`config.mk`:
```
export PLATFORM = sky130hd
export DESIGN_NAME = tli_top
export DESIGN_NICKNAME = d
export VERILOG_FILES = /design/src/logic/tli_pkg.sv /design/src/logic/tli_top.sv
export SDC_FILE = /design/constraint.sdc
export NUM_CORES = 1
export LEC_CHECK = 0
export BUFFER_PORTS_ARGS = -buffer_cell sky130_fd_sc_hd__buf_2
export CORE_MARGIN = 3
export CORE_UTILIZATION = 55
export DETAILED_ROUTE_END_ITERATION = 8
export GPL_TIMING_DRIVEN = 0
export PLACE_DENSITY = 0.69
export SYNTH_ARGS = -nofsm -noshare
export SYNTH_HDL_FRONTEND = slang
export SYNTH_HIERARCHICAL = 1
export SYNTH_SLANG_ARGS = --single-unit
export TNS_END_PERCENT = 100
```
`constraint.sdc`:
```
create_clock -name ref_clk -period 7.2 [get_ports ref_clk]
set_input_delay 0.72 -clock ref_clk [delete_from_list [all_inputs] [get_ports ref_clk]]
set_output_delay 0.72 -clock ref_clk [all_outputs]
set_load 0.1 [all_outputs]
```
`src/logic/tli_pkg.sv`:
```
// Package: register map, field layout, sequence states and carriers for the message transmitter
package tli_pkg;
	// Register indices; the byte address is four times the index
	localparam logic [7:0] BLK_IRQ_EN_IDX = 8'h04;
	localparam logic [7:0] TX_MSG_STAT_IDX = 8'h34;
	localparam logic [7:0] MSG_BUF_FIRST_IDX = 8'h86;
	localparam logic [7:0] MSG_BUF_LAST_IDX = 8'hDB;
	localparam int MSG_BUF_LEN = 86;
	// Field positions in the block enable register
	localparam int BLK_RX_EN_BIT = 7;
	localparam int BLK_TX_EN_BIT = 1;
	localparam int BLK_SEC_EN_BIT = 0;
	// Field positions in the message status register
	localparam int MSG_SEND_CMD_BIT = 3;
	localparam int MSG_SEND_ACTIVE_BIT = 2;
	localparam int MSG_DONE_EN_BIT = 1;
	localparam int MSG_DONE_FLAG_BIT = 0;
	// Reset values
	localparam logic BLK_TX_EN_RST = 1'b0;
	localparam logic MSG_DONE_EN_RST = 1'b0;
	// Frame check sequence and framing constants
	localparam logic [15:0] FCS_INIT = 16'hFFFF;
	localparam logic [15:0] FCS_POLY_REFL = 16'h8408;
	localparam logic [7:0] HDLC_FLAG = 8'h7E;
	localparam logic [2:0] STUFF_RUN = 3'h5;
	localparam int FIFO_DEPTH = 16;

	typedef enum logic [2:0] {
		seq_idle = 3'b000,
		seq_fcs = 3'b001,
		seq_bits = 3'b010,
		seq_flag = 3'b011,
		seq_pad = 3'b100,
		seq_drain = 3'b101
	} tli_seq_t;

	// Avalon-MM request from the master
	typedef struct packed {
		logic read;
		logic write;
		logic [7:0] address;
		logic [31:0] writedata;
		logic [3:0] byteenable;
	} tli_bus_req_t;

	// Byte handed to the framer for one overhead slot
	typedef struct packed {
		logic valid;
		logic [7:0] data;
	} tli_oh_t;
endpackage

```
`src/logic/tli_top.sv`:
```
// Message transmitter with two-level completion interrupt and Avalon-MM registers
// What this block does
// - Transmit interrupts pass only through both a block enable and a source enable.
// - Block transmit enable is bit 1 of register 0x04; 1 enables, 0 disables.
// - Block enable at 0 suppresses every transmit interrupt whatever the source enables.
// - With block enable 1, a source interrupts only when its own enable is 1.
// - Completion interrupt enable is bit 1 of register 0x34.
// - Completion sets status bit 0 of register 0x34; reading that register clears it.
// - A generated completion interrupt drives the active-low interrupt output low.
// - On start, compute 16-bit check sequence over buffer 0x86..0xDB and append it.
// - Insert a 0 after every five consecutive 1s, except in the byte at 0x86.
// - After stuffing, append a closing flag byte 0x7E.
// - Send the frame serially inside the overhead byte of each outbound frame.
// - The send sequence begins only upon the host's start command.
// - When the whole frame is sent, raise completion and accept the next message.
`timescale 1ns/1ps

module tli_fifo #(
	parameter int WIDTH = 8,
	parameter int DEPTH = 16
) (
	// Clock and reset
	input wire logic ref_clk,
	input wire logic reset_n,
	// Fill side
	input wire logic in_valid,
	output logic in_ready,
	input wire logic [WIDTH-1:0] in_data,
	// Drain side
	output logic out_valid,
	input wire logic out_ready,
	output logic [WIDTH-1:0] out_data
);
	localparam int AW = $clog2(DEPTH);
	typedef struct packed {
		logic [AW-1:0] wr;
		logic [AW-1:0] rd;
		logic [AW:0] cnt;
	} tli_fifo_st_t;
	tli_fifo_st_t s_q, s_d;
	logic [WIDTH-1:0] mem [DEPTH];
	logic push, pop;

	// Full and empty come straight from the occupancy count
	assign in_ready = (s_q.cnt != (AW+1)'(DEPTH));
	assign out_valid = (s_q.cnt != '0);
	assign out_data = mem[s_q.rd];
	assign push = in_valid && in_ready;
	assign pop = out_valid && out_ready;

	// Pointer wrap relies on DEPTH being a power of two
	always_comb begin
		s_d = s_q;
		if (push) begin
			s_d.wr = s_q.wr + 1'b1;
		end
		if (pop) begin
			s_d.rd = s_q.rd + 1'b1;
		end
		s_d.cnt = s_q.cnt + (AW+1)'(push) - (AW+1)'(pop);
	end

	always_ff @(posedge ref_clk) begin
		if (!reset_n) begin
			s_q <= '0;
		end else begin
			s_q <= s_d;
		end
	end

	// Storage has no reset; only written slots are ever read
	always_ff @(posedge ref_clk) begin
		if (push) begin
			mem[s_q.wr] <= in_data;
		end
	end
endmodule

module tli_top #(
	parameter int FIFO_DEPTH = tli_pkg::FIFO_DEPTH
) (
	// Clock and reset
	input wire logic ref_clk,
	input wire logic reset_n,
	// Avalon-MM slave
	input wire tli_pkg::tli_bus_req_t avs_req,
	output logic [31:0] avs_readdata,
	output logic avs_waitrequest,
	// Overhead byte slot of the outbound frame
	input wire logic oh_slot,
	output tli_pkg::tli_oh_t oh_out,
	// Interrupt
	output logic int_n
);
	typedef struct packed {
		logic blk_rx_en;
		logic blk_tx_en;
		logic blk_sec_en;
		logic done_en;
		logic done_flag;
		logic start;
		logic busy;
		tli_pkg::tli_seq_t st;
		logic [6:0] idx;
		logic [2:0] bit_idx;
		logic [2:0] ones;
		logic [15:0] fcs;
		logic [7:0] pk_sr;
		logic [2:0] pk_cnt;
		logic wait_q;
		logic [31:0] rdata;
		tli_pkg::tli_oh_t oh;
		logic int_n;
	} tli_st_t;
	tli_st_t s_q, s_d;

	logic [7:0] msg_buf [tli_pkg::MSG_BUF_LEN];
	logic [7:0] cur_byte, push_data, fifo_data;
	logic [15:0] fcs_out;
	logic emit, emit_bit, emit_ok, push, done;
	logic fifo_in_ready, fifo_out_valid;
	logic acc, req, buf_hit, buf_we;
	logic [6:0] buf_idx;

	// Byte-wise reflected check sequence update, low bit first as on the line
	function automatic logic [15:0] fcs_step(input logic [15:0] c, input logic [7:0] b);
		logic [15:0] r;
		r = c ^ {8'h00, b};
		for (int i = 0; i < 8; i++) begin
			r = r[0] ? ((r >> 1) ^ tli_pkg::FCS_POLY_REFL) : (r >> 1);
		end
		return r;
	endfunction

	// Bus decode; an access is taken on the edge where waitrequest is low
	assign req = avs_req.read || avs_req.write;
	assign acc = req && !s_q.wait_q;
	assign buf_hit = (avs_req.address >= tli_pkg::MSG_BUF_FIRST_IDX)
		&& (avs_req.address <= tli_pkg::MSG_BUF_LAST_IDX);
	assign buf_idx = 7'(avs_req.address - tli_pkg::MSG_BUF_FIRST_IDX);
	assign buf_we = acc && avs_req.write && buf_hit && avs_req.byteenable[0];

	// Byte under the serialiser: buffer, then check sequence low byte first
	assign fcs_out = ~s_q.fcs;
	always_comb begin
		if (s_q.idx < 7'(tli_pkg::MSG_BUF_LEN)) begin
			cur_byte = msg_buf[s_q.idx];
		end else if (s_q.idx == 7'(tli_pkg::MSG_BUF_LEN)) begin
			cur_byte = fcs_out[7:0];
		end else begin
			cur_byte = fcs_out[15:8];
		end
	end

	// A bit that completes a byte may only go when the FIFO can take it
	assign emit_ok = (s_q.pk_cnt != 3'h7) || fifo_in_ready;
	assign done = (s_q.st == tli_pkg::seq_drain) && !fifo_out_valid;

	always_comb begin
		s_d = s_q;
		emit = 1'b0;
		emit_bit = 1'b1;
		push = 1'b0;
		push_data = {1'b1, s_q.pk_sr[7:1]};
		// Handshake: one wait cycle, then one answer cycle
		s_d.wait_q = 1'b1;
		if (req && s_q.wait_q) begin
			s_d.wait_q = 1'b0;
			s_d.rdata = 32'h0000_0000;
			if (avs_req.address == tli_pkg::BLK_IRQ_EN_IDX) begin
				s_d.rdata[tli_pkg::BLK_RX_EN_BIT] = s_q.blk_rx_en;
				s_d.rdata[tli_pkg::BLK_TX_EN_BIT] = s_q.blk_tx_en;
				s_d.rdata[tli_pkg::BLK_SEC_EN_BIT] = s_q.blk_sec_en;
			end else if (avs_req.address == tli_pkg::TX_MSG_STAT_IDX) begin
				s_d.rdata[tli_pkg::MSG_SEND_CMD_BIT] = s_q.start;
				s_d.rdata[tli_pkg::MSG_SEND_ACTIVE_BIT] = s_q.busy;
				s_d.rdata[tli_pkg::MSG_DONE_EN_BIT] = s_q.done_en;
				s_d.rdata[tli_pkg::MSG_DONE_FLAG_BIT] = s_q.done_flag;
			end else if (buf_hit) begin
				s_d.rdata[7:0] = msg_buf[buf_idx];
			end
		end
		// Register writes take effect at the accepting edge
		if (acc && avs_req.write && avs_req.byteenable[0]) begin
			if (avs_req.address == tli_pkg::BLK_IRQ_EN_IDX) begin
				s_d.blk_rx_en = avs_req.writedata[tli_pkg::BLK_RX_EN_BIT];
				s_d.blk_tx_en = avs_req.writedata[tli_pkg::BLK_TX_EN_BIT];
				s_d.blk_sec_en = avs_req.writedata[tli_pkg::BLK_SEC_EN_BIT];
			end else if (avs_req.address == tli_pkg::TX_MSG_STAT_IDX) begin
				s_d.done_en = avs_req.writedata[tli_pkg::MSG_DONE_EN_BIT];
				// A start while busy is dropped; it cannot restart a frame mid-flight
				if (avs_req.writedata[tli_pkg::MSG_SEND_CMD_BIT] && !s_q.busy) begin
					s_d.start = 1'b1;
				end
			end
		end
		// Clear only a flag the reader actually saw; a new set below still wins
		if (acc && avs_req.read && (avs_req.address == tli_pkg::TX_MSG_STAT_IDX)
			&& s_q.rdata[tli_pkg::MSG_DONE_FLAG_BIT]) begin
			s_d.done_flag = 1'b0;
		end
		// Message sequence
		unique case (s_q.st)
			tli_pkg::seq_idle: begin
				if (s_q.start) begin
					s_d.st = tli_pkg::seq_fcs;
					s_d.busy = 1'b1;
					s_d.idx = 7'h00;
					s_d.fcs = tli_pkg::FCS_INIT;
				end
			end
			tli_pkg::seq_fcs: begin
				s_d.fcs = fcs_step(s_q.fcs, msg_buf[s_q.idx]);
				s_d.idx = s_q.idx + 7'h01;
				if (s_q.idx == 7'(tli_pkg::MSG_BUF_LEN - 1)) begin
					s_d.st = tli_pkg::seq_bits;
					s_d.idx = 7'h00;
					s_d.bit_idx = 3'h0;
					s_d.ones = 3'h0;
					s_d.pk_cnt = 3'h0;
				end
			end
			tli_pkg::seq_bits, tli_pkg::seq_flag: begin
				if (emit_ok) begin
					emit = 1'b1;
					if (s_q.ones == tli_pkg::STUFF_RUN) begin
						emit_bit = 1'b0;
						s_d.ones = 3'h0;
					end else if (s_q.st == tli_pkg::seq_flag) begin
						emit_bit = tli_pkg::HDLC_FLAG[s_q.bit_idx];
						s_d.bit_idx = s_q.bit_idx + 3'h1;
						if (s_q.bit_idx == 3'h7) begin
							s_d.st = (s_q.pk_cnt == 3'h7) ? tli_pkg::seq_drain : tli_pkg::seq_pad;
						end
					end else begin
						emit_bit = cur_byte[s_q.bit_idx];
						// Opening flag byte is neither counted nor stuffed
						if (s_q.idx == 7'h00 || !emit_bit) begin
							s_d.ones = 3'h0;
						end else begin
							s_d.ones = s_q.ones + 3'h1;
						end
						s_d.bit_idx = s_q.bit_idx + 3'h1;
						if (s_q.bit_idx == 3'h7) begin
							s_d.idx = s_q.idx + 7'h01;
							if (s_q.idx == 7'(tli_pkg::MSG_BUF_LEN + 1)) begin
								s_d.st = tli_pkg::seq_flag;
							end
						end
					end
				end
			end
			tli_pkg::seq_pad: begin
				// Fill the last partial byte with ones, which reads as idle line
				if (emit_ok) begin
					emit = 1'b1;
					emit_bit = 1'b1;
					if (s_q.pk_cnt == 3'h7) begin
						s_d.st = tli_pkg::seq_drain;
					end
				end
			end
			tli_pkg::seq_drain: begin
				if (done) begin
					s_d.st = tli_pkg::seq_idle;
					s_d.busy = 1'b0;
					s_d.start = 1'b0;
					s_d.done_flag = 1'b1;
				end
			end
			default: begin
				s_d.st = tli_pkg::seq_idle;
				s_d.busy = 1'b0;
			end
		endcase
		// Pack bits low first into bytes for the FIFO
		if (emit) begin
			s_d.pk_sr = {emit_bit, s_q.pk_sr[7:1]};
			s_d.pk_cnt = s_q.pk_cnt + 3'h1;
			if (s_q.pk_cnt == 3'h7) begin
				push = 1'b1;
				push_data = {emit_bit, s_q.pk_sr[7:1]};
			end
		end
		// One byte per overhead slot; idle flags when nothing is queued
		s_d.oh.valid = oh_slot;
		if (oh_slot) begin
			s_d.oh.data = fifo_out_valid ? fifo_data : tli_pkg::HDLC_FLAG;
		end
		// Both enable levels must be set for the flag to pull the line low
		s_d.int_n = !(s_d.blk_tx_en && s_d.done_en && s_d.done_flag);
	end

	always_ff @(posedge ref_clk) begin
		if (!reset_n) begin
			s_q <= '0;
			s_q.blk_tx_en <= tli_pkg::BLK_TX_EN_RST;
			s_q.done_en <= tli_pkg::MSG_DONE_EN_RST;
			s_q.st <= tli_pkg::seq_idle;
			s_q.wait_q <= 1'b1;
			s_q.int_n <= 1'b1;
		end else begin
			s_q <= s_d;
		end
	end

	// Message buffer, written from the bus only
	always_ff @(posedge ref_clk) begin
		if (buf_we) begin
			msg_buf[buf_idx] <= avs_req.writedata[7:0];
		end
	end

	tli_fifo #(.WIDTH(8), .DEPTH(FIFO_DEPTH)) u_fifo (
		.ref_clk(ref_clk),
		.reset_n(reset_n),
		.in_valid(push),
		.in_ready(fifo_in_ready),
		.in_data(push_data),
		.out_valid(fifo_out_valid),
		.out_ready(oh_slot),
		.out_data(fifo_data)
	);

	assign avs_readdata = s_q.rdata;
	assign avs_waitrequest = s_q.wait_q;
	assign oh_out = s_q.oh;
	assign int_n = s_q.int_n;

	// Checks
	a_block_gate_off: assert property (@(posedge ref_clk) disable iff (!reset_n)
		!s_q.blk_tx_en |-> int_n) else $error("irq seen with block enable off");
	a_source_gate_off: assert property (@(posedge ref_clk) disable iff (!reset_n)
		(s_q.blk_tx_en && !s_q.done_en) |-> int_n) else $error("irq seen with source off");
	a_irq_low_hold: assert property (@(posedge ref_clk) disable iff (!reset_n)
		(s_q.blk_tx_en && s_q.done_en && s_q.done_flag) |-> !int_n)
		else $error("irq not low while enabled flag set");
	a_blk_en_write: assert property (@(posedge ref_clk) disable iff (!reset_n)
		(acc && avs_req.write && avs_req.byteenable[0]
		&& avs_req.address == tli_pkg::BLK_IRQ_EN_IDX)
		|=> s_q.blk_tx_en == $past(avs_req.writedata[tli_pkg::BLK_TX_EN_BIT]))
		else $error("block enable lost");
	a_src_en_write: assert property (@(posedge ref_clk) disable iff (!reset_n)
		(acc && avs_req.write && avs_req.byteenable[0]
		&& avs_req.address == tli_pkg::TX_MSG_STAT_IDX)
		|=> s_q.done_en == $past(avs_req.writedata[tli_pkg::MSG_DONE_EN_BIT]))
		else $error("source enable lost");
	a_done_flag_set: assert property (@(posedge ref_clk) disable iff (!reset_n)
		done |=> (s_q.done_flag && !s_q.busy && s_q.st == tli_pkg::seq_idle))
		else $error("completion not flagged");
	a_flag_read_clr: assert property (@(posedge ref_clk) disable iff (!reset_n)
		(acc && avs_req.read && avs_req.address == tli_pkg::TX_MSG_STAT_IDX
		&& s_q.rdata[tli_pkg::MSG_DONE_FLAG_BIT] && !done)
		|=> !s_q.done_flag) else $error("flag not cleared by read");
	a_start_only_cmd: assert property (@(posedge ref_clk) disable iff (!reset_n)
		(s_q.st == tli_pkg::seq_idle && !s_q.start) |=> s_q.st == tli_pkg::seq_idle)
		else $error("send began without start");
	a_fcs_span: assert property (@(posedge ref_clk) disable iff (!reset_n)
		$rose(s_q.st == tli_pkg::seq_fcs) |-> ##86 s_q.st == tli_pkg::seq_bits)
		else $error("check sequence span wrong");
	a_zero_insert: assert property (@(posedge ref_clk) disable iff (!reset_n)
		(emit && s_q.ones == tli_pkg::STUFF_RUN && s_q.st != tli_pkg::seq_pad) |-> !emit_bit)
		else $error("missing stuffed zero");
	a_busy_state: assert property (@(posedge ref_clk) disable iff (!reset_n)
		s_q.busy == (s_q.st != tli_pkg::seq_idle)) else $error("busy disagrees");
	a_slot_byte: assert property (@(posedge ref_clk) disable iff (!reset_n)
		(oh_slot && fifo_out_valid) |=> (oh_out.valid && oh_out.data == $past(fifo_data)))
		else $error("overhead byte not sent");
	c_msg_done: cover property (@(posedge ref_clk) disable iff (!reset_n) done);
	c_irq_low: cover property (@(posedge ref_clk) disable iff (!reset_n) $fell(int_n));
	c_stuffed: cover property (@(posedge ref_clk) disable iff (!reset_n)
		emit && s_q.ones == 3'h5);
	c_fifo_full: cover property (@(posedge ref_clk) disable iff (!reset_n) !fifo_in_ready);
endmodule

```
* Yosys cells after proc, flatten, opt, wreduce, memory -nomap -nowiden
Memories as Yosys holds them, arrays and structs flattened. A register that Yosys moved wholly into a read port is not among the register bits. Cells that the tools add are included.
Word-level totals: flip-flop bits (word level) 82, latch bits 0, RAM bits 816, bits in read-only memories 8, output and inout bits 43, word-level logic and storage cells 194, memories 3
Cells by class: $add $sub $neg 9, multipliers 0, divide/modulo/power cells 0, $lt $le $gt $ge 4, equal/unequal tests 26, shifts and indexed selects 0, multiplexer cells 76, bitwise gates (word level) 11, reduce and logical (&&, ||, !) cells 43
Memories:
- msg_buf | words 86, bits a word 8, read ports 2, clocked after memory_dff 1, write ports 1, RTL line tli_top.sv:117 | logic [7:0] msg_buf [tli_pkg::MSG_BUF_LEN];
- u_fifo.mem | words 16, bits a word 8, read ports 1, clocked after memory_dff 1, write ports 1, RTL line tli_top.sv:41 | logic [WIDTH-1:0] mem [DEPTH];
- (no name shown) | words 8, bits a word 1, read ports 1, clocked after memory_dff 1, write ports 0, RTL line tli_top.sv:230 | emit_bit = tli_pkg::HDLC_FLAG[s_q.bit_idx];
Operator list (count):
- $mux 16 | 11
- $mux 8 | 6
- $mux 3 | 14
- $mux 33 | 1
- $pmux 16 s2 | 1
- $not 2->3 | 8
- $mux 1 | 23
- $eq 7x7->1 const B | 3
- $mux 7 | 3
- $pmux 7 s3 | 1
- $ne 2x2->1 const B | 9
- $logic_and 1x1->1 | 16
- $mux 4 | 4
- $not 16->16 | 1
- $xor 16x8->16 | 1
- $eq 3x3->1 const B | 5
- $pmux 3 s5 | 1
- $mux 13 | 1
- $pmux 6 s2 | 1
- $mux 11 | 1
- $mux 10 | 1
- $add 3x1->3 const B | 3
- $ne 3x3->1 const B | 3
- $reduce_and 9->1 | 1
- other kinds (34) | 50

* Depth between registers and ports, before layout
Gate-level depths: netlist of run 1.
depth in word-level cells 18, depth in mapped cells 17

* Modules after synthesis
The synthesis of run 1 kept the hierarchy.
By module, submodules not included:
- tli_top | instances 1, cells each 2115, area each 36558.8 µm², sequential area each 22181.3 µm²
- tli_fifo | instances 1, cells each 308, area each 5878.1 µm², sequential area each 4184.0 µm²

* Worst setup path after synthesis of run 1
Ideal clock, no wire load.
path type input-to-reg, from input avs_req[37] in the netlist's numbering, to register s_q, in the netlist avs_readdata[4], arrival 4.058 ns, path slack 3.014 ns, stages 14, buffers on the path 7, cell sequence buf_2 -> buf_1 -> clkbuf_1 -> clkbuf_1 -> inv_1 -> ha_1 -> clkbuf_1 -> clkbuf_1 -> clkbuf_1 -> mux4_2 -> mux2i_1 -> o221ai_1 -> a22oi_1 -> nor2_1
Between the ends: cells in the longest elaborated chain, start to end 5, elaborated cells between the ends (all ways) 10
RTL lines:
- from (decl) | RTL line tli_top.sv:86 | input wire tli_pkg::tli_bus_req_t avs_req,
- $sub 7x3->7, or another cell as far along | RTL line tli_top.sv:140 | assign buf_idx = 7'(avs_req.address - tli_pkg::MSG_BUF_FIRST_IDX);
- $mem_v2 86x8 / $logic_and 1x1->1 (equally long branches)
- $mux 8 | RTL line tli_top.sv:179 | end else if (buf_hit) begin
- $mux 4 | RTL line tli_top.sv:174 | end else if (avs_req.address == tli_pkg::TX_MSG_STAT_IDX) begin
- $mux 5 (*) | RTL line tli_top.sv:170 | if (avs_req.address == tli_pkg::BLK_IRQ_EN_IDX) begin
- to (decl) | RTL line tli_top.sv:115 | tli_st_t s_q, s_d;
Every way passes the cells marked *; elsewhere a longest branch is shown, timed or not. A chain may end at the register's enable or synchronous reset.

* Worst setup path after layout of run 1
from input avs_req[37] in the netlist's numbering, to register s_q, in the netlist avs_readdata[2]
The elaborated chain is that of the path after synthesis.

==> results of run 1 <==
[cell type report]
class | instances | share of cell area, %
Multi-Input combinational cell | 1318 | 31.4
Timing Repair Buffer | 43 | 0.567
Antenna cell | 3 | 0.0159
Inverter | 29 | 0.231
Clock buffer | 115 | 5.31
Sequential cell | 909 | 55.9
Buffer | 189 | 2.68
Clock inverter | 57 | 1.17
Tap cell | 1030 | 2.73
[cells in the final DEF (no fill, tap or decap), drive strengths merged, types with 14 or more instances in the layout]
cell    instances
xnor2          31
nor2b          14
nor3           17
clkinv         41
xor2           14
edfxtp        816
mux2           20
nor2          153
o21ai          47
nand3          37
a22oi          42
o22ai          22
mux4          392
nand2         150
a31oi          15
a21oi          71
ha             26
and2           27
mux2i          77
clkbuf        169
inv            29
buf           175
conb           24
dfxtp          93
[logic make-up (layout without fill, tap and decap cells)]
| kind of cell | count (synthesis) | after routing |
|---|---|---|
| adder cells (fa/ha/maj) | 27 | 27 |
| flip-flops | 909 | 909 |
| buffers and inverters | 219 | 433 |
| AO/OA/AOI/OAI | 278 | 278 |
| multiplexers | 489 | 489 |
| other | 1 | 27 |
| AND/OR/NAND/NOR | 455 | 455 |
| XOR/XNOR | 45 | 45 |
[worst max-delay path, cell delays in order]
cell      delay [ns]
buf_2           0.20
buf_2           0.73
clkbuf_1        0.91
clkbuf_1        0.77
inv_1           0.18
ha_1            0.33
clkbuf_1        0.61
clkbuf_1        0.87
clkbuf_2        0.72
mux2i_1         0.34
o22ai_1         0.17
o21ai_0         0.29
o21ai_0         0.13
o21ai_0         0.62
a31oi_1         0.15
[worst min-delay path by stage]
stage,depth (start not counted),endpoint,start
after global placement,2,s_q[92],s_q[92]
after floorplan,2,s_q[90],s_q[90]
after detailed placement,2,avs_readdata[6],avs_readdata[6]
after CTS,2,u_fifo/s_q[12],reset_n
after global routing,2,u_fifo/s_q[10],reset_n
final,2,u_fifo/s_q[12],reset_n
[metrics by stage]
step	power (W)	hold WS, ns
2_1_floorplan	0.00726	0.436
3_3_place_gp	0.00789	0.447
3_5_place_dp	0.00792	0.449
4_1_cts	0.0127	0.421
5_1_grt	0.0130	0.427
6_report	0.0127	0.446
[state kept, by name, indices dropped and copies added (netlist names), named ones only]
name             count
u_fifo/mem         128
s_q                 49
u_fifo/s_q          13
avs_waitrequest      1
oh_out               9
msg_buf            688
avs_readdata         8
int_n                1
[synthesized netlist by cell type (5+ instances only)]
cell type	n
mux4_2	363
mux2_2	19
mux4_1	29
nand4_1	6
nand3_1	34
nor3_1	16
dfxtp_1	93
o221ai_1	9
or2_2	6
a31oi_1	14
ha_1	26
buf_1	11
xnor2_1	25
buf_4	60
a221oi_1	8
nand2_1	149
inv_1	27
a211oi_1	5
xor2_1	12
nand2b_1	13
o21ai_0	43
and3_1	5
a21oi_1	71
a32oi_1	6
nor4_1	6
mux2i_1	77
xnor2_2	6
clkbuf_1	51
nor2b_1	14
o211ai_1	9
o22ai_1	22
nor2_1	153
buf_2	35
buf_6	23
edfxtp_1	816
and2_1	26
a22oi_1	41
[layer usage]
layer	track usage (%)	share of wire [%]	wire, µm
met4	19.7	6.8	9710
met1	45.8	35	49200
met2	52.0	44	62900
met5	0	0.042	60
met3	12.9	14	20300
[report_power, final]
group	internal [W]	leakage [nW]	switching [W]	total, W
clock	0.00277	1.48	0.00210	0.00487
sequential	0.00579	8.16	0.0000543	0.00585
combinational	0.000756	5.57	0.00126	0.00202
==> summary.md, run 1 <==
| Metric | Value |
|---|---|
| Crit-path max FO | `19` |
| CTS tree | `built` |
| End of the critical path | `avs_readdata[2]` |
| Synth top area share | `57.7%` |
| Worst slack, placed | `-1.41 ns` |
| TritonCTS Buffers | `94` |
| Synthesis Warnings | `6` |
| Gp weighted congestion | `1.03` |
| Die height | `284 µm` |
| Via density | `7.20` |
| Initial core utilization | `55.7%` |
| Worst R2R End | `u_fifo/mem[15][7]` |
| Final cell count without fillers | `3,693` |
| Placed instance area | `44,100 µm²` |
| Hpwl dp | `97.4 mm` |
| Adder-cell share of the synthesized area | `0.814%` |
| R2R setup slack | `1.62 ns` |
| Antenna-violating nets left | `0` |
| Multiplexer share of the synthesized area | `23.4%` |
| Deepest clock path buffer count | `3` |
| Fraction of registers with async set/reset | `0%` |
| CP Capture Type | `flip-flop` |
| Vias | `26,591` |
| Prevailing post-synth register cell | `edfxtp_1` |
| WP data arrival | `7.79 ns` |
| Yosys top cell by area | `edfxtp_1` |
| Fin Setup TNS | `-0.149 ns` |
| Max Clk Rate | `0.137 GHz` |
| Nets@finish | `2,660` |
| Die Area | `80,500 µm²` |
| Crit start category | `input pin` |
| Share of cells above drive strength 1 | `27.8%` |
| Register area | `26,400 µm²` |
| Post-synthesis compound-gate area fraction | `4.40%` |
| Mean Syn Cell Area | `17.5 µm²` |
| Slack of the critical path | `-0.0806 ns` |
| Routed WL | `142 mm` |
| Residual DRC | `0` |
| Htree depth | `3` |
| CTS resizes | `2` |
| Failing checks | `capacitance limit, slew limit, setup timing` |
| CP startpoint | `avs_req[37]` |
| Crit path time final | `7.28 ns` |
| VDD IR-drop max | `0.000200 V` |
| Largest net degree at the start of global routing | `89` |
| Hold crit path type | `input pin to flip-flop` |
| R2R cell count | `11` |
| WP data required | `7.71 ns` |
| Fin util | `61.9%` |
| Fin crit share | `101%` |
| MaxCap Viol Count | `1` |
| All-layer global routing usage | `35.3%` |
| Layout area overhead | `11.2%` |
| Leak | `15.2 nW` |
| Synth top area cells | `edfxtp_1, mux4_2, dfxtp_1` |
| Count of unique library cells instantiated by Yosys | `90` |
| Design Area, Final | `47,200 µm²` |
| Worst-Margin Slew | `1.56 ns` |
| Clock Latency Late Sink | `0.69 ns` |
| Core area | `76,200 µm²` |
| Placed Cells | `3,519` |
| Vias in the first global route | `25,999` |
| Die width | `284 µm` |
| Post-Syn Area | `42,400 µm²` |
| XOR/XNOR Fraction of Synth Area | `1.07%` |
| PwrDens | `270 nW/µm²` |
| Post-Synth Simple-Gate Area | `4.95%` |
| Final setup violation count | `2` |
| Initial DRC count | `4,578` |
| RSZ-0062 raised after global routing | `false` |
| DR pass1 iterations | `7` |
| Post-synthesis sequential area ratio | `62.1%` |
| Std cell rows | `101` |
| Grt total ovfl | `0` |
| Clock transition at the registers of the reported paths | `0.06 ns` |
| Antenna violations before repair | `7` |
| Fin. Hold Viols | `0` |
| Pins Over Slew Limit | `9` |
| First-pass GRT wire length | `197 mm` |
| Status | `complete, but fails checks` |
| Root Driver | `clkbuf_16` |
| Per-cell routed wire length | `38.5 µm` |
| CP Class | `input pin to flip-flop` |
| Post-synth EDFFs | `816` |
| Cts hold-fix bufs | `0` |
| Worst Skew | `0.0409 ns` |
| Multi-input gate area | `14,800 µm²` |
| Synth Instances | `2,423` |
| Yosys reg bits | `909` |
| Layout fillers | `5,488` |
| Post-CTS setup buffer count | `0` |
| Slew HR | `-4.07%` |
| Io pins | `92` |
| # port buffers | `37` |
| Clock sink count | `909` |
| Largest family of logic cells by synthesized area | `multiplexers` |
(Power assumes the default switching activity.)
==> run 2, diff against run 1 <==
Settings changed: CORE_ASPECT_RATIO set to 0.5, PLACE_DENSITY 0.69 to 0.71.
==> summary.md, run 2 (synthesized netlist as in run 1, its figures left out) <==
| Metric | Value |
|---|---|
| Antenna violations before repair | `8` |
| Slack of the critical path | `-0.361 ns` |
| Slew HR | `-1.48%` |
| Die Area | `80,700 µm²` |
| Design Area, Final | `46,800 µm²` |
| R2R cell count | `12` |
| End of the critical path | `avs_readdata[5]` |
| DR pass1 iterations | `7` |
| R2R setup slack | `1.24 ns` |
| First-pass GRT wire length | `198 mm` |
| CP startpoint | `avs_req[37]` |
| # port buffers | `37` |
| Per-cell routed wire length | `39.1 µm` |
| Crit start category | `input pin` |
| Max Clk Rate | `0.132 GHz` |
| Gp weighted congestion | `1.03` |
| Most frequent cells in the layout | `edfxtp_1, mux4_2, nor2_1` |
| WP data arrival | `8.08 ns` |
| Deepest clock path buffer count | `3` |
| TritonCTS Buffers | `80` |
| Via density | `7.34` |
| Leak | `15.0 nW` |
| P_sw | `0.00332 W` |
| Post-CTS setup buffer count | `0` |
| Core area | `75,800 µm²` |
| MaxCap Viol Count | `2` |
| Root Driver | `clkbuf_16` |
| Failing checks | `capacitance limit, slew limit, setup timing` |
| CTS tree | `built` |
| CP Capture Type | `flip-flop` |
| Max reg flops | `688` |
| Flop pwr share | `47.3%` |
| Std cell rows | `71` |
| Grt total ovfl | `0` |
| CTS resizes | `4` |
| Clock power frac | `36.4%` |
| VDD IR-drop max | `0.000167 V` |
| Hold crit path type | `input pin to flip-flop` |
| Placed instance area | `44,100 µm²` |
| Fin crit share | `105%` |
| Final setup violation count | `2` |
| Initial DRC count | `4,956` |
| Worst R2R End | `u_fifo/mem[11][7]` |
| Crit path time final | `7.56 ns` |
| Status | `complete, but fails checks` |
| Commonest non-fill, non-tap cell in the layout | `edfxtp_1` |
| Hpwl dp | `96.4 mm` |
| Routed WL | `143 mm` |
| RSZ-0062 raised after global routing | `false` |
| Fin util | `61.8%` |
| Share of cells above drive strength 1 | `27.4%` |
| Vias | `26,895` |
| Sw Share | `26.9%` |
| Worst Skew | `0.0288 ns` |
| Die height | `202 µm` |
| Initial core utilization | `56.0%` |
| Die width | `399 µm` |
| All-layer global routing usage | `35.8%` |
| Vias in the first global route | `25,635` |
| WP data required | `7.72 ns` |
| Layout area overhead | `10.4%` |
| Cts hold-fix bufs | `0` |
| Final cell count without fillers | `3,664` |
| Io pins | `92` |
| Clock Latency Late Sink | `0.69 ns` |
| Internal | `0.00904 W` |
| Residual DRC | `0` |
| Clock transition at the registers of the reported paths | `0.07 ns` |
| Fin. Hold Viols | `0` |
| Largest net degree at the start of global routing | `89` |
| Antenna-violating nets left | `0` |
| Biggest register | `msg_buf` |
| Clock sink count | `909` |
| Htree depth | `3` |
| CP Class | `input pin to flip-flop` |
| Total power | `0.0124 W` |
| Gate power share | `16.4%` |
| Nets@finish | `2,648` |
| Crit-path max FO | `19` |
| PwrDens | `264 nW/µm²` |
| Pins Over Slew Limit | `11` |
| Hold_sp | `reset_n` |
| Worst-Margin Slew | `1.52 ns` |
| Top flop regs | `msg_buf x688, u_fifo/mem x128, s_q x49` |
| Placed Cells | `3,512` |
==> run 2: final cells by class <==
| type | instances | area [µm²] |
|---|---|---|
| plain buffers | 189 | 1260 |
| inverters | 29 | 109 |
| repair buffers | 45 | 310 |
| diodes | 4 | 10.0 |
| fillers | 5402 | 28900 |
| well taps | 1022 | 1280 |
| multi-input cells | 1318 | 14800 |
| flip-flops and latches | 909 | 26400 |
| clock buffers | 101 | 2240 |
| clock inverters | 47 | 448 |
==> run 2: how the worst min path moves through the flow <==
| stage | end | slack [ns] | depth (start not counted) |
|---|---|---|---|
| after floorplan | s_q[90] | 0.44 | 2 |
| after global placement | s_q[92] | 0.45 | 2 |
| after detailed placement | s_q[92] | 0.46 | 2 |
| after CTS | u_fifo/s_q[10] | 0.37 | 2 |
| after global routing | u_fifo/s_q[10] | 0.40 | 2 |
| final | u_fifo/s_q[10] | 0.39 | 2 |
==> run 2: power groups by stage <==
| stage | clock network, W | logic [W] | registers (W) |
|---|---|---|---|
| 3_3_place_gp | 0 | 0.00192 | 0.00596 |
| 5_1_grt | 0.00471 | 0.00208 | 0.00585 |
| 6_report | 0.00450 | 0.00203 | 0.00584 |
| 4_1_cts | 0.00449 | 0.00195 | 0.00584 |
| 3_5_place_dp | 0 | 0.00195 | 0.00596 |
| 2_1_floorplan | 0 | 0.00132 | 0.00594 |
==> run 2: worst max-delay path, stage by stage <==
cell and delay, ns:
buf_2 0.20, buf_2 0.66, clkbuf_1 0.97, clkbuf_2 0.73, inv_1 0.15, ha_1 0.31
clkbuf_1 0.60, clkbuf_1 0.88, clkbuf_2 0.77, mux4_2 0.45, mux2i_1 0.67, o21ai_0 0.20
o21ai_0 0.58, a21oi_1 0.14
==> run 2: stage by stage <==
stage | setup WS, ns | hold WS (ns) | setup TNS [ns]
after CTS | 0.627 | 0.369 | 0
final | -0.361 | 0.390 | -0.635
after detailed placement | -1.66 | 0.458 | -10.11
after global routing | 0.160 | 0.398 | 0
after floorplan | 3.01 | 0.436 | 0
after global placement | -1.58 | 0.451 | -9.72
==> run 2: layer usage <==
layer	wire, µm	up-vias	track usage (%)
li1	-	10201	-
met5	155	-	0.714
met1	49300	13725	46.6
met3	25700	474	19.1
met2	60000	2487	49.6
met4	8020	8	16.1
